File: config.mk
export PLATFORM = sky130hd
export DESIGN_NAME = fcwt_top
export DESIGN_NICKNAME = d
export VERILOG_FILES = /design/src/fcwt_pkg.sv /design/src/fcwt_top.sv
export VERILOG_INCLUDE_DIRS = /design/src
export SDC_FILE = /design/constraint.sdc
export NUM_CORES = 1
export LEC_CHECK = 0
export BUFFER_PORTS_ARGS = -buffer_cell sky130_fd_sc_hd__buf_2
export CELL_PAD_IN_SITES_DETAIL_PLACEMENT = 0
export CELL_PAD_IN_SITES_GLOBAL_PLACEMENT = 2
export CORE_UTILIZATION = 34
export CTS_BUF_LIST = sky130_fd_sc_hd__clkbuf_4 sky130_fd_sc_hd__clkbuf_8
export DETAILED_ROUTE_END_ITERATION = 7
export PLACE_DENSITY_LB_ADDON = 0.1
export SYNTH_ARGS = -nofsm -noshare
export SYNTH_HDL_FRONTEND = slang
export SYNTH_SLANG_ARGS = --single-unit
File: constraint.sdc
create_clock -name clk_in -period 3.3 [get_ports clk_in]
set_input_delay 0.66 -clock clk_in [delete_from_list [all_inputs] [get_ports clk_in]]
set_output_delay 0.66 -clock clk_in [all_outputs]
set_load 0.02 [all_outputs]
File: src/fcwt_map.svh
// Register offsets, field positions, reset values and timing counts of the front-end block.
`ifndef FCWT_MAP_SVH
`define FCWT_MAP_SVH
`define FCWT_ADDR_EXC 8'h0C
`define FCWT_ADDR_BIAS 8'h0D
`define FCWT_ADDR_PATH 8'h0E
`define FCWT_ADDR_MULT 8'h0F
`define FCWT_ADDR_LAUNCH 8'h10
`define FCWT_RST_EXC 8'hFF
`define FCWT_RST_BIAS 8'h00
`define FCWT_RST_PATH 8'h00
`define FCWT_RST_MULT 8'h00
`define FCWT_RST_LAUNCH 8'h00
`define FCWT_SRC1_MSB 7
`define FCWT_SRC1_LSB 4
`define FCWT_SRC0_MSB 3
`define FCWT_SRC0_LSB 0
`define FCWT_PATH_MSB 5
`define FCWT_PATH_LSB 4
`define FCWT_GAIN_MSB 2
`define FCWT_GAIN_LSB 0
`define FCWT_ROUTE_OFF 4'hF
`define FCWT_ROUTE_LIMIT 4'hA
`define FCWT_DGAIN_MAX 3'h2
`define FCWT_UNIT_PLAIN 16'h0010
`define FCWT_UNIT_SHIFT 4
`endif

File: src/fcwt_pkg.sv
// Types shared by the front-end configuration and delay timer block.
package fcwt_pkg;
  // Signal path codes of the path field.
  typedef enum logic [1:0] {
    FCWT_PATH_BUF = 2'h0,
    FCWT_PATH_BYP = 2'h1,
    FCWT_PATH_AMP = 2'h2,
    FCWT_PATH_RSV = 2'h3
  } fcwt_path_t;
  // One-hot states of the delay timer.
  typedef enum logic [1:0] {
    FCWT_T_IDLE = 2'h1,
    FCWT_T_RUN = 2'h2
  } fcwt_tstate_t;
  // Power-down modes as seen on the mode input.
  typedef enum logic [1:0] {
    FCWT_PD_NORMAL = 2'h0,
    FCWT_SLEEP_POWER_DOWN = 2'h1,
    FCWT_STANDBY_POWER_DOWN = 2'h2
  } fcwt_pd_t;
endpackage : fcwt_pkg

File: src/fcwt_top.sv
// Front-end routing, path and gain registers with the programmable delay timer.
`timescale 1ns/1ps
`include "fcwt_map.svh"

// Summary of operation
// RULE1: Upper nibble routes source 1, 1010+ off.
// RULE2: Lower nibble routes source 0, 1010+ off.
// RULE3: Each bias bit connects bias to its input.
// RULE4: Path code selects buffer, bypass or amplifier.
// RULE5: Gain code means gain of two^code.
// RULE6: Buffer and bypass paths use digital gain.
// RULE7: Digital gain above 4x is held at 4x.
// RULE8: Delay is ext*16 times base*16 clocks.
// RULE9: Zero extension gives base*16 clocks exactly.
// RULE10: Extension write starts nothing, reads back, resets zero.
// RULE11: Extension value applies to all later delays.
// RULE12: Nonzero launch write starts the countdown.
// RULE13: Launch register reads the live remaining count.
// RULE14: Any write during countdown aborts, keeps contents; the code restarts the countdown instead on a nonzero launch write.
// RULE15: Writing zero to launch starts nothing, sets no done flag and wakes nothing.
// RULE16: Launch write wakes device from sleep or standby.
// RULE17: Bias and excitation on one input exclude each other.
// RULE18: Count once per clock, flag done at zero.
// RULE19: Reserved path and gain bits read zero.
module fcwt_top #(
  parameter int unsigned N_INPUTS = 10,
  parameter int unsigned N_BIAS = 8
) (
  input wire logic clk_in,
  input wire logic reset_in,
  input wire logic ce_in,
  input wire logic wr_en_in,
  input wire logic rd_en_in,
  input wire logic [7:0] addr_in,
  input wire logic [7:0] wdata_in,
  input wire logic [1:0] pd_mode_in,
  output logic [7:0] rdata_out,
  output logic rvalid_out,
  output logic [N_INPUTS-1:0] src0_en_out,
  output logic [N_INPUTS-1:0] src1_en_out,
  output logic src0_pwr_out,
  output logic src1_pwr_out,
  output logic [N_BIAS-1:0] bias_en_out,
  output logic buf_en_out,
  output logic amp_en_out,
  output logic [2:0] analog_gain_out,
  output logic [2:0] digital_gain_out,
  output logic delay_busy_out,
  output logic delay_done_out,
  output logic wake_out
);

  // Stored configuration registers.
  logic [7:0] exc_ff;
  logic [7:0] nxt_exc;
  logic [7:0] bias_ff;
  logic [7:0] nxt_bias;
  logic [7:0] path_ff;
  logic [7:0] nxt_path;
  logic [7:0] mult_ff;
  logic [7:0] nxt_mult;

  // Delay timer state.
  logic [7:0] launch_ff;
  logic [7:0] nxt_launch;
  logic [15:0] pre_ff;
  logic [15:0] nxt_pre;
  fcwt_pkg::fcwt_tstate_t tstate_ff;
  fcwt_pkg::fcwt_tstate_t nxt_tstate;
  logic done_ff;
  logic nxt_done;
  logic wake_ff;
  logic nxt_wake;
  // Registered copy of the running state so the busy output leaves a flip-flop.
  logic busy_ff;
  logic nxt_busy;

  // Read port state.
  logic [7:0] rdata_ff;
  logic [7:0] nxt_rdata;
  logic rvalid_ff;
  logic nxt_rvalid;

  // Decoded front-end controls.
  logic [N_INPUTS-1:0] src0_ff;
  logic [N_INPUTS-1:0] src1_ff;
  logic src0_pwr_ff;
  logic src1_pwr_ff;
  logic buf_ff;
  logic amp_ff;
  logic [2:0] again_ff;
  logic [2:0] dgain_ff;
  logic [N_INPUTS-1:0] nxt_src0;
  logic [N_INPUTS-1:0] nxt_src1;
  logic nxt_src0_pwr;
  logic nxt_src1_pwr;
  logic nxt_buf;
  logic nxt_amp;
  logic [2:0] nxt_again;
  logic [2:0] nxt_dgain;

  // Write strobes per register.
  logic wr_exc;
  logic wr_bias;
  logic wr_path;
  logic wr_mult;
  logic wr_launch;
  // Clocks per base step, taken from the extension register at launch and again at each reload.
  logic [15:0] unit_len;

  assign wr_exc = wr_en_in && (addr_in == `FCWT_ADDR_EXC);
  assign wr_bias = wr_en_in && (addr_in == `FCWT_ADDR_BIAS);
  assign wr_path = wr_en_in && (addr_in == `FCWT_ADDR_PATH);
  assign wr_mult = wr_en_in && (addr_in == `FCWT_ADDR_MULT);
  assign wr_launch = wr_en_in && (addr_in == `FCWT_ADDR_LAUNCH);

  // A zero extension leaves 16 clocks per step, otherwise ext*16*16.
  assign unit_len = (mult_ff == 8'h00) ? `FCWT_UNIT_PLAIN : // RULE9
    {mult_ff, 8'h00}; // RULE8

  // Configuration registers with the bias and excitation exclusion.
  always_comb
  begin
    nxt_exc = exc_ff;
    nxt_bias = bias_ff;
    nxt_path = path_ff;
    nxt_mult = mult_ff;
    if (wr_exc)
    begin
      nxt_exc = wdata_in;
      // Routing a source onto a biased input drops that bias switch.
      for (int i = 0; i < N_BIAS; i++)
      begin
        if (wdata_in[`FCWT_SRC0_MSB:`FCWT_SRC0_LSB] == 4'(i) ||
            wdata_in[`FCWT_SRC1_MSB:`FCWT_SRC1_LSB] == 4'(i))
        begin
          nxt_bias[i] = 1'b0; // RULE17
        end
      end
    end
    if (wr_bias)
    begin
      nxt_bias = wdata_in; // RULE3
      // Biasing an input that carries a source unroutes that source.
      for (int i = 0; i < N_BIAS; i++)
      begin
        if (wdata_in[i] && exc_ff[`FCWT_SRC0_MSB:`FCWT_SRC0_LSB] == 4'(i))
        begin
          nxt_exc[`FCWT_SRC0_MSB:`FCWT_SRC0_LSB] = `FCWT_ROUTE_OFF; // RULE17
        end
        if (wdata_in[i] && exc_ff[`FCWT_SRC1_MSB:`FCWT_SRC1_LSB] == 4'(i))
        begin
          nxt_exc[`FCWT_SRC1_MSB:`FCWT_SRC1_LSB] = `FCWT_ROUTE_OFF; // RULE17
        end
      end
    end
    if (wr_path)
    begin
      // Only the path and gain fields are stored.
      nxt_path = 8'h00; // RULE19
      nxt_path[`FCWT_PATH_MSB:`FCWT_PATH_LSB] = wdata_in[`FCWT_PATH_MSB:`FCWT_PATH_LSB];
      nxt_path[`FCWT_GAIN_MSB:`FCWT_GAIN_LSB] = wdata_in[`FCWT_GAIN_MSB:`FCWT_GAIN_LSB];
    end
    if (wr_mult)
    begin
      nxt_mult = wdata_in; // RULE10
    end
  end

  // Registers the configuration state; the extension holds until rewritten or reset.
  always_ff @(posedge clk_in or posedge reset_in)
  begin
    if (reset_in)
    begin
      exc_ff <= `FCWT_RST_EXC;
      bias_ff <= `FCWT_RST_BIAS;
      path_ff <= `FCWT_RST_PATH;
      mult_ff <= `FCWT_RST_MULT;
    end
    else if (ce_in)
    begin
      exc_ff <= nxt_exc;
      bias_ff <= nxt_bias;
      path_ff <= nxt_path;
      mult_ff <= nxt_mult; // RULE11
    end
  end

  // Delay timer: base count steps down once per unit of clocks.
  always_comb
  begin
    nxt_launch = launch_ff;
    nxt_pre = pre_ff;
    nxt_tstate = tstate_ff;
    nxt_done = done_ff;
    nxt_wake = 1'b0;
    unique case (tstate_ff)
      fcwt_pkg::FCWT_T_IDLE:
      begin
        // Idle: nothing counts.
        nxt_pre = pre_ff;
      end
      fcwt_pkg::FCWT_T_RUN:
      begin
        if (wr_en_in)
        begin
          // Any write aborts, keeping the remaining count readable; a nonzero launch write below restarts the countdown instead.
          nxt_tstate = fcwt_pkg::FCWT_T_IDLE; // RULE14
        end
        else if (pre_ff > 16'h0001)
        begin
          nxt_pre = pre_ff - 16'h0001; // RULE18
        end
        else if (launch_ff > 8'h01)
        begin
          // One base step is over; reload the unit.
          nxt_launch = launch_ff - 8'h01; // RULE13
          nxt_pre = unit_len;
        end
        else
        begin
          nxt_launch = 8'h00;
          nxt_pre = 16'h0000;
          nxt_done = 1'b1; // RULE18
          nxt_tstate = fcwt_pkg::FCWT_T_IDLE;
        end
      end
      default:
      begin
        nxt_tstate = fcwt_pkg::FCWT_T_IDLE;
      end
    endcase
    if (wr_launch)
    begin
      nxt_launch = wdata_in;
      if (wdata_in != 8'h00)
      begin
        // A nonzero base starts a fresh countdown.
        nxt_pre = unit_len; // RULE12
        nxt_tstate = fcwt_pkg::FCWT_T_RUN; // RULE12
        nxt_done = 1'b0;
        if (pd_mode_in != fcwt_pkg::FCWT_PD_NORMAL)
        begin
          nxt_wake = 1'b1; // RULE16
        end
      end
      else
      begin
        // Zero starts nothing: no done flag, no wake; a running countdown still aborts.
        nxt_tstate = tstate_ff; // RULE15
        nxt_launch = launch_ff; // RULE15
        if (tstate_ff == fcwt_pkg::FCWT_T_RUN)
        begin
          nxt_tstate = fcwt_pkg::FCWT_T_IDLE; // RULE14
        end
      end
    end
    // Busy follows the next state, so it matches the state flop on every edge.
    nxt_busy = nxt_tstate == fcwt_pkg::FCWT_T_RUN;
  end

  // Registers the timer state.
  always_ff @(posedge clk_in or posedge reset_in)
  begin
    if (reset_in)
    begin
      launch_ff <= `FCWT_RST_LAUNCH;
      pre_ff <= 16'h0000;
      tstate_ff <= fcwt_pkg::FCWT_T_IDLE;
      done_ff <= 1'b0;
      wake_ff <= 1'b0;
      busy_ff <= 1'b0;
    end
    else if (ce_in)
    begin
      busy_ff <= nxt_busy;
      launch_ff <= nxt_launch;
      pre_ff <= nxt_pre;
      tstate_ff <= nxt_tstate;
      done_ff <= nxt_done;
      wake_ff <= nxt_wake;
    end
  end

  // Read mux; unmapped offsets read zero.
  always_comb
  begin
    nxt_rvalid = rd_en_in;
    nxt_rdata = rdata_ff;
    if (rd_en_in)
    begin
      unique case (addr_in)
        `FCWT_ADDR_EXC: nxt_rdata = exc_ff;
        `FCWT_ADDR_BIAS: nxt_rdata = bias_ff;
        `FCWT_ADDR_PATH: nxt_rdata = path_ff; // RULE19
        `FCWT_ADDR_MULT: nxt_rdata = mult_ff; // RULE10
        `FCWT_ADDR_LAUNCH: nxt_rdata = launch_ff; // RULE13
        default: nxt_rdata = 8'h00;
      endcase
    end
  end

  // Registers the read answer.
  always_ff @(posedge clk_in or posedge reset_in)
  begin
    if (reset_in)
    begin
      rdata_ff <= 8'h00;
      rvalid_ff <= 1'b0;
    end
    else if (ce_in)
    begin
      rdata_ff <= nxt_rdata;
      rvalid_ff <= nxt_rvalid;
    end
  end

  // Decodes routing, path and gain into switch controls.
  always_comb
  begin
    nxt_src0 = '0;
    nxt_src1 = '0;
    nxt_src0_pwr = exc_ff[`FCWT_SRC0_MSB:`FCWT_SRC0_LSB] < `FCWT_ROUTE_LIMIT; // RULE2
    nxt_src1_pwr = exc_ff[`FCWT_SRC1_MSB:`FCWT_SRC1_LSB] < `FCWT_ROUTE_LIMIT; // RULE1
    for (int i = 0; i < N_INPUTS; i++)
    begin
      nxt_src0[i] = exc_ff[`FCWT_SRC0_MSB:`FCWT_SRC0_LSB] == 4'(i); // RULE2
      nxt_src1[i] = exc_ff[`FCWT_SRC1_MSB:`FCWT_SRC1_LSB] == 4'(i); // RULE1
    end
    nxt_buf = 1'b0;
    nxt_amp = 1'b0;
    nxt_again = 3'h0;
    nxt_dgain = 3'h0;
    unique case (fcwt_pkg::fcwt_path_t'(path_ff[`FCWT_PATH_MSB:`FCWT_PATH_LSB])) // RULE4
      fcwt_pkg::FCWT_PATH_BUF, fcwt_pkg::FCWT_PATH_BYP:
      begin
        nxt_buf = path_ff[`FCWT_PATH_MSB:`FCWT_PATH_LSB] == fcwt_pkg::FCWT_PATH_BUF;
        // Gain is 2^code, applied digitally and capped at 4x.
        nxt_dgain = (path_ff[`FCWT_GAIN_MSB:`FCWT_GAIN_LSB] > `FCWT_DGAIN_MAX) ?
          `FCWT_DGAIN_MAX : path_ff[`FCWT_GAIN_MSB:`FCWT_GAIN_LSB]; // RULE6 RULE7
      end
      fcwt_pkg::FCWT_PATH_AMP:
      begin
        nxt_amp = 1'b1;
        nxt_again = path_ff[`FCWT_GAIN_MSB:`FCWT_GAIN_LSB]; // RULE5
      end
      fcwt_pkg::FCWT_PATH_RSV:
      begin
        // Reserved code: buffer and amplifier both off, unity gain.
        nxt_buf = 1'b0;
      end
    endcase
  end

  // Registers the decoded controls so every output leaves a flip-flop.
  always_ff @(posedge clk_in or posedge reset_in)
  begin
    if (reset_in)
    begin
      src0_ff <= '0;
      src1_ff <= '0;
      src0_pwr_ff <= 1'b0;
      src1_pwr_ff <= 1'b0;
      buf_ff <= 1'b0;
      amp_ff <= 1'b0;
      again_ff <= 3'h0;
      dgain_ff <= 3'h0;
    end
    else if (ce_in)
    begin
      src0_ff <= nxt_src0;
      src1_ff <= nxt_src1;
      src0_pwr_ff <= nxt_src0_pwr;
      src1_pwr_ff <= nxt_src1_pwr;
      buf_ff <= nxt_buf;
      amp_ff <= nxt_amp;
      again_ff <= nxt_again;
      dgain_ff <= nxt_dgain;
    end
  end

  assign rdata_out = rdata_ff;
  assign rvalid_out = rvalid_ff;
  assign src0_en_out = src0_ff;
  assign src1_en_out = src1_ff;
  assign src0_pwr_out = src0_pwr_ff;
  assign src1_pwr_out = src1_pwr_ff;
  assign bias_en_out = bias_ff[N_BIAS-1:0];
  assign buf_en_out = buf_ff;
  assign amp_en_out = amp_ff;
  assign analog_gain_out = again_ff;
  assign digital_gain_out = dgain_ff;
  assign delay_busy_out = busy_ff;
  assign delay_done_out = done_ff;
  assign wake_out = wake_ff;

endmodule : fcwt_top

==> key figures, run 1 <==
Drt
  – DRC viols: 0
  – Vias per cell: 5.59
  – Final wirelength: 16800 um
  – DRT antenna net count: 0
  – DRT iter0 DRCs: 420
  – Vias: 4857
  – Wire per inst: 19.3 um
  – Drt pass-1 iters: 5

Synthesis
  – Post-synth EDFFs: 0
  – Main flop type after synthesis: dfrtp_1
  – Flops & latches, synth: 97
  – Post-synthesis cell type count: 69
  – Seq/Total Area, Yosys: 44.5%
  – Synthesized Nets: 618
  – Syn Area/Cell: 9.35 um^2
  – Mapped cell area: 5480 um^2
  – Synthesis Warnings: 0
  – Gate Count Post-Synth: 586
  – FFs w/ async S/R, synth: 100%

GRT
  – Initial antenna violation count: 0
  – Largest net degree at the start of global routing: 60
  – Total track usage: 21.5%
  – First-pass GRT wire length: 27000 um
  – GR Overflow Total: 0
  – Vias in the first global route: 4777

Placement
  – Inst Count DP: 853
  – Setup slack at placement: 0.338 ns
  – DPL Wire Length: 12100 um
  – Final GP Congestion: 0.857
  – Buffers added on ports: 72

STA
  – Fin Setup TNS: 0 ns
  – RSZ-0062 raised after global routing: false
  – Clock Skew: 0.0135 ns
  – Post-route clock period utilization: 76.3%
  – Fin crit period: 2.52 ns
  – Fmax achieved: 0.397 GHz
  – Setup Viol. Count Final: 0
  – Max_slew headroom: 57.6%
  – Hold Slack: 0.337 ns
  – Final Max Slew Viols: 0
  – Slew of the pin with the lowest slew margin: 0.636 ns
  – Hold Fails Final Rpt: 0
  – Final worst setup slack: 0.782 ns

Layout
  – Layout Cells excl Fill: 869
  – # fillers: 1634
  – Diodes inserted: 0
  – Share of cells above drive strength 1: 24.2%
  – Area delta synth->final: 14.3%
  – Nets: 680

Critical path
  – Nature of the critical path endpoint: flop
  – Critical path class: flop to flop
  – Slowest library cell on the worst path: or4_4
  – RR Startpoint: pre_ff[9]
  – Delay-heaviest family, CP: simple AND/OR/NAND/NOR gates
  – Worst-path fanout max: 8
  – Crit path launch type: flop
  – Flop-to-flop setup slack: 0.78 ns
  – Reg2reg end: pre_ff[10]
  – Reg2reg path depth: 6
  – Crit path cell chain: or4_4, and4bb_2, nand3_1, a21oi_1, a211oi_1, a221o_2
  – Arr. time, crit path: 2.80 ns
  – CP bufs+invs: 0
  – CP max stage delay: 0.58 ns
  – CP Data Required Time: 3.58 ns

Floorplanning
  – FP Rows: 46
  – Die area: 16600 um^2
  – Die H: 129 um
  – Die X: 129 um
  – I/O pin total: 73
  – Starting Density: 34.6%
  – CORE AREA: 15800 um^2

Clock tree
  – # resized after CTS: 0
  – Reg clk slew, reported paths: 0.11 ns
  – CTS sink cnt: 97
  – CTS max path bufs: 2
  – CTS tree: done
  – CTS root buf: clkbuf_8
  – Later-pin clock latency in the skew report: 0.39 ns
  – CTS Hold Bufs: 0
  – CTS Buf Count: 9
  – CTS H-tree depth: 3
  – Post-CTS setup buffer count: 0

Power
  – PwrDens: 488 nW/um^2
  – VDD IR max: 0.000166 V
  – Leakage: 2.74 nW
  – Final Power: 3.05 mW

Job
  – Max-cap violations: 0

Min path
  – HP Class: input port to asynchronous set/reset pin

Status
  – Status: complete, no violations
## final cells by class
| type | instances | area [um^2] | area share, % |
|---|---|---|---|
| Multi-Input combinational cell | 418 | 2730 | 43.5 |
| Sequential cell | 97 | 2440 | 38.9 |
| Timing Repair Buffer | 87 | 485 | 7.75 |
| Tap cell | 216 | 270 | 4.31 |
| Inverter | 35 | 134 | 2.14 |
| Clock buffer | 9 | 124 | 1.98 |
| Clock inverter | 7 | 85.1 | 1.36 |
## placed cells by master, fill, tap and decap left out, types with 4 or more instances in the layout
cell type  synthesis  final
dfrtp_1           88     88
buf_2              1     72
o21ai_0           67     67
nand2_1           51     51
nor2_1            40     40
inv_1             34     33
nand3_1           28     28
a21oi_1           26     26
mux2_2            22     22
buf_4              0     14
nor2b_1           12     12
nand2b_1          12     12
nor3_1            12     12
nor4_1            10     10
nand4_1            9      9
ha_1               9      9
clkbuf_8           1      9
dfstp_2            9      9
a22o_1             7      7
o31ai_1            6      6
o2bb2ai_1          6      6
a222oi_1           5      5
a22oi_1            5      5
o22ai_1            5      5
o21a_1             5      5
a31oi_1            5      5
mux2i_1            5      5
o32ai_1            4      4
and3_1             4      4
a32o_1             4      4
mux4_2             4      4
a32oi_1            4      4
## per-stage QoR
stage	util, %	instance area [um^2]
2_1_floorplan	-	5480
3_3_place_gp	38.3	6060
3_5_place_dp	38.3	6060
4_1_cts	39.6	6260
5_1_grt	39.6	6260
6_report	39.6	6260
## report_power, final
group / total [mW] / switching [mW] / internal (mW)
clock: 0.859 / 0.494 / 0.365
sequential: 1.48 / 0.171 / 1.31
combinational: 0.711 / 0.425 / 0.286
## state kept, by name, summed over array words and instances (netlist names), 2 cells and up
signal            flops
pre_ff               16
src0_en_out          10
src1_en_out          10
bias_en_out           8
exc_ff                8
launch_ff             8
mult_ff               8
rdata_out             8
path_ff               5
analog_gain_out       3
digital_gain_out      3
tstate_ff             2
## per-layer routing
metal | part of all wire (%) | vias to the layer above | track usage (%)
li1 | - | 2266 | -
met1 | 48 | 2422 | 30.1
met2 | 46 | 141 | 33.7
met3 | 3.6 | 28 | 2.70
met4 | 2.1 | 0 | 8.65
met5 | 0 | - | 0
## synthesized netlist by cell type (all sizes together), types with 3 or more instances
master / count / area, um^2
a32o: 4 / 40.0
nand3: 28 / 140
nand2: 52 / 203
mux4: 4 / 90.1
inv: 34 / 128
dfstp: 9 / 236
o22ai: 5 / 31.3
buf: 6 / 53.8
o32a: 3 / 30.0
nor2b: 12 / 75.1
o31ai: 6 / 45.0
or2: 3 / 18.8
mux2i: 5 / 50.1
nand4: 9 / 56.3
o22a: 3 / 26.3
mux2: 22 / 248
clkbuf: 29 / 119
a32oi: 4 / 35.0
a222oi: 5 / 50.1
nand2b: 13 / 83.8
a21oi: 26 / 130
a22o: 7 / 61.3
ha: 9 / 113
o32ai: 4 / 35.0
or4: 4 / 37.5
o21a: 5 / 37.5
a211oi: 3 / 22.5
nor4: 13 / 118
nor3: 15 / 90.1
and3: 5 / 32.5
o21ai: 67 / 335
o211ai: 3 / 22.5
a22oi: 5 / 37.5
a31oi: 5 / 31.3
nor2: 40 / 150
dfrtp: 88 / 2200
o2bb2ai: 6 / 52.6
## logic make-up (layout without fill, tap and decap cells)
family,count (synthesis),count (layout),synth area share [%]
simple gates,205,205,19.9
compound gates,170,170,20.2
flops,97,97,44.5
buf+inv,71,138,5.75
mux,31,31,7.08
fa+ha+maj,9,9,2.05
xor+xnor,3,3,0.479
## worst max-delay path by stage
stage | from | to | slack [ns] | cells past startpoint
CTS | addr_in[3] | launch_ff[1] | 0.78 | 7
floorplan | reset_in | amp_en_out | 0.12 | 1
finish | pre_ff[9] | pre_ff[10] | 0.78 | 6
detailed placement | addr_in[3] | launch_ff[5] | 0.34 | 8
global placement | addr_in[3] | launch_ff[1] | 0.38 | 7
global route | addr_in[3] | launch_ff[6] | 0.57 | 8
Note: power is estimated with default switching activity, not from simulation.
==> inputs of run 2 (changes only) <==
--- a/config.mk
+++ b/config.mk
@@ -9,7 +9,7 @@
 export BUFFER_PORTS_ARGS = -buffer_cell sky130_fd_sc_hd__buf_2
 export CELL_PAD_IN_SITES_DETAIL_PLACEMENT = 0
 export CELL_PAD_IN_SITES_GLOBAL_PLACEMENT = 2
-export CORE_UTILIZATION = 34
+export CORE_UTILIZATION = 37
 export CTS_BUF_LIST = sky130_fd_sc_hd__clkbuf_4 sky130_fd_sc_hd__clkbuf_8
 export DETAILED_ROUTE_END_ITERATION = 7
 export PLACE_DENSITY_LB_ADDON = 0.1
==> constraint.sdc (replaced) <==
create_clock -name clk_in -period 2.51 [get_ports clk_in]
set_input_delay 0.502 -clock clk_in [delete_from_list [all_inputs] [get_ports clk_in]]
set_output_delay 0.502 -clock clk_in [all_outputs]
set_load 0.02 [all_outputs]
==> key figures, run 2 (synthesis results as in run 1) <==
Status
  – Status: complete, no violations

STA
  – Clock Skew: 0.0101 ns (-0.00337 ns)
  – Hold Slack: 0.198 ns (-0.139 ns)
  – Fmax achieved: 0.422 GHz (+6.1%)
  – Fin crit period: 2.37 ns (-0.145 ns)
  – Final worst setup slack: 0.138 ns (-0.645 ns)
  – Setup Viol. Count Final: 0 (unchanged)
  – Slew of the pin with the lowest slew margin: 0.688 ns (+0.0519 ns)
  – Post-route clock period utilization: 94.5% (+18 points)
  – Final Max Slew Viols: 0 (unchanged)
  – Fin Setup TNS: 0 ns (unchanged)
  – Hold Fails Final Rpt: 0 (unchanged)
  – RSZ-0062 raised after global routing: false
  – Max_slew headroom: 54.0% (-3.6 points)

Clock tree
  – CTS max path bufs: 2 (unchanged)
  – CTS tree: done
  – CTS H-tree depth: 3 (unchanged)
  – CTS Buf Count: 9 (unchanged)
  – CTS root buf: clkbuf_8
  – CTS sink cnt: 97 (unchanged)
  – # resized after CTS: 0 (unchanged)
  – Later-pin clock latency in the skew report: 0.39 ns (about the same)
  – Post-CTS setup buffer count: 0 (unchanged)
  – CTS Hold Bufs: 0 (unchanged)
  – Reg clk slew, reported paths: 0.10 ns (about the same)

Layout
  – Area delta synth->final: 17.9%
  – Share of cells above drive strength 1: 27.3% (+3.1 points)
  – Max FFs per register: 16 (unchanged)
  – Nets: 708 (+4.1%)
  – Register area: 2440 um^2 (unchanged)
  – Multi-input logic area: 2730 um^2 (unchanged)
  – Layout Cells excl Fill: 865 (-0.46%)
  – Post-route cell area: 6460 um^2 (+3.2%)
  – Most flop-heavy register: pre_ff
  – Diodes inserted: 0 (unchanged)
  – Most frequent cells in the layout: 88 x dfrtp_1, 72 x buf_2, 67 x o21ai_0
  – # fillers: 1448 (-11%)
  – Final core occ: 44.6% (+5.1 points)
  – Commonest non-fill, non-tap cell in the layout: dfrtp_1

Drt
  – Vias per cell: 5.65 (+1.1%)
  – Drt pass-1 iters: 5 (unchanged)
  – DRT iter0 DRCs: 398 (-5.2%)
  – Wire per inst: 19.4 um (+0.18%)
  – Vias: 4889 (+0.66%)
  – DRC viols: 0 (unchanged)
  – Final wirelength: 16800 um (-0.29%)
  – DRT antenna net count: 0 (unchanged)

Critical path
  – Worst-path fanout max: 6 (-2)
  – CP Data Required Time: 2.79 ns (-0.79 ns)
  – CP max stage delay: 0.55 ns (-0.03 ns)
  – Critical path class: flop to flop
  – Crit path launch type: flop
  – Nature of the critical path endpoint: flop
  – Crit path cell chain: or4_4, and4bb_2, nand3_1, a21oi_1, a211oi_1, a221o_2
  – Arr. time, crit path: 2.65 ns (-0.15 ns)
  – Slowest library cell on the worst path: or4_4

Power
  – Final Power: 4.13 mW (+35%)
  – PwrDens: 639 nW/um^2 (+31%)
  – Logic pwr share: 24.3% (+1.0 points)
  – VDD IR max: 0.000280 V (+69%)
  – Leakage: 2.89 nW (+5.5%)
  – Net switching power: 1.41 mW (+29%)
  – Internal power: 2.72 mW (+38%)
  – Flop pwr share: 47.0% (-1.6 points)
  – Clk network pwr share: 28.7% (+0.6 points)
  – Sw Ratio: 34.1% (-1.5 points)

Placement
  – Final GP Congestion: 0.888 (+3.6%)
  – Setup slack at placement: -0.0260 ns (-0.364 ns)
  – Inst Count DP: 849 (-0.47%)
  – DPL Wire Length: 12300 um (+1.9%)
  – Buffers added on ports: 72 (unchanged)
  – Cell Area, Placed: 6240 um^2 (+3.0%)

Floorplanning
  – CORE AREA: 14500 um^2 (-8.5%)
  – Die area: 15300 um^2 (-8.0%)
  – Starting Density: 37.9% (+3.2 points)
  – Die X: 124 um (-4.1%)
  – FP Rows: 44 (-4.3%)
  – Die H: 124 um (-4.1%)
  – I/O pin total: 73 (unchanged)

GRT
  – GR Overflow Total: 0 (unchanged)
  – Largest net degree at the start of global routing: 50 (-17%)
  – Initial antenna violation count: 0 (unchanged)
  – Vias in the first global route: 4582 (-4.1%)
  – First-pass GRT wire length: 26000 um (-3.6%)
  – Total track usage: 22.9% (+1.4 points)

Min path
  – HP Class: input port to asynchronous set/reset pin

Job
  – Max-cap violations: 0 (unchanged)
run 2: power by group through the flow:
stage	clock [mW]	sequential, mW	combinational (mW)
2_1_floorplan	0	1.93	0.685
3_3_place_gp	0	1.97	0.989
3_5_place_dp	0	1.97	0.999
4_1_cts	1.22	1.94	1.00
5_1_grt	1.28	1.97	1.12
6_report	1.18	1.94	1.00
run 2: final timing paths:
path / start / end / slack [ns] / cells after the start
max reg2reg: pre_ff[9] / pre_ff[10] / 0.14 / 6
min reg2reg: src0_pwr_out / src0_pwr_out / 0.48 / 1
min: reset_in / pre_ff[0] / 0.20 / 2
max in group asynchronous: reset_in / exc_ff[7] / 1.58 / 3
max: pre_ff[9] / pre_ff[10] / 0.14 / 6
min in group clk_in: pd_mode_in[0] / wake_out / 0.36 / 3
run 2: worst max-delay path: cells and delay by family (launching register included):
kind,cells,cell delay [ns]
simple gates,3,1.24
flops,1,0.40
compound gates,3,0.62
run 2: cell type report:
class / instances / share of cell area, %
inverters: 35 / 2.09
clock inverters: 7 / 1.53
well taps: 184 / 3.56
flip-flops and latches: 97 / 37.7
multi-input cells: 418 / 42.2
repair buffers: 115 / 11.0
clock buffers: 9 / 1.92
run 2: per-layer routing:
metal  GRT usage [%]  share of wire, %
met1            32.5                47
met3            3.48               5.1
met2            35.3                46
met5               0                 0
met4            7.91               2.0
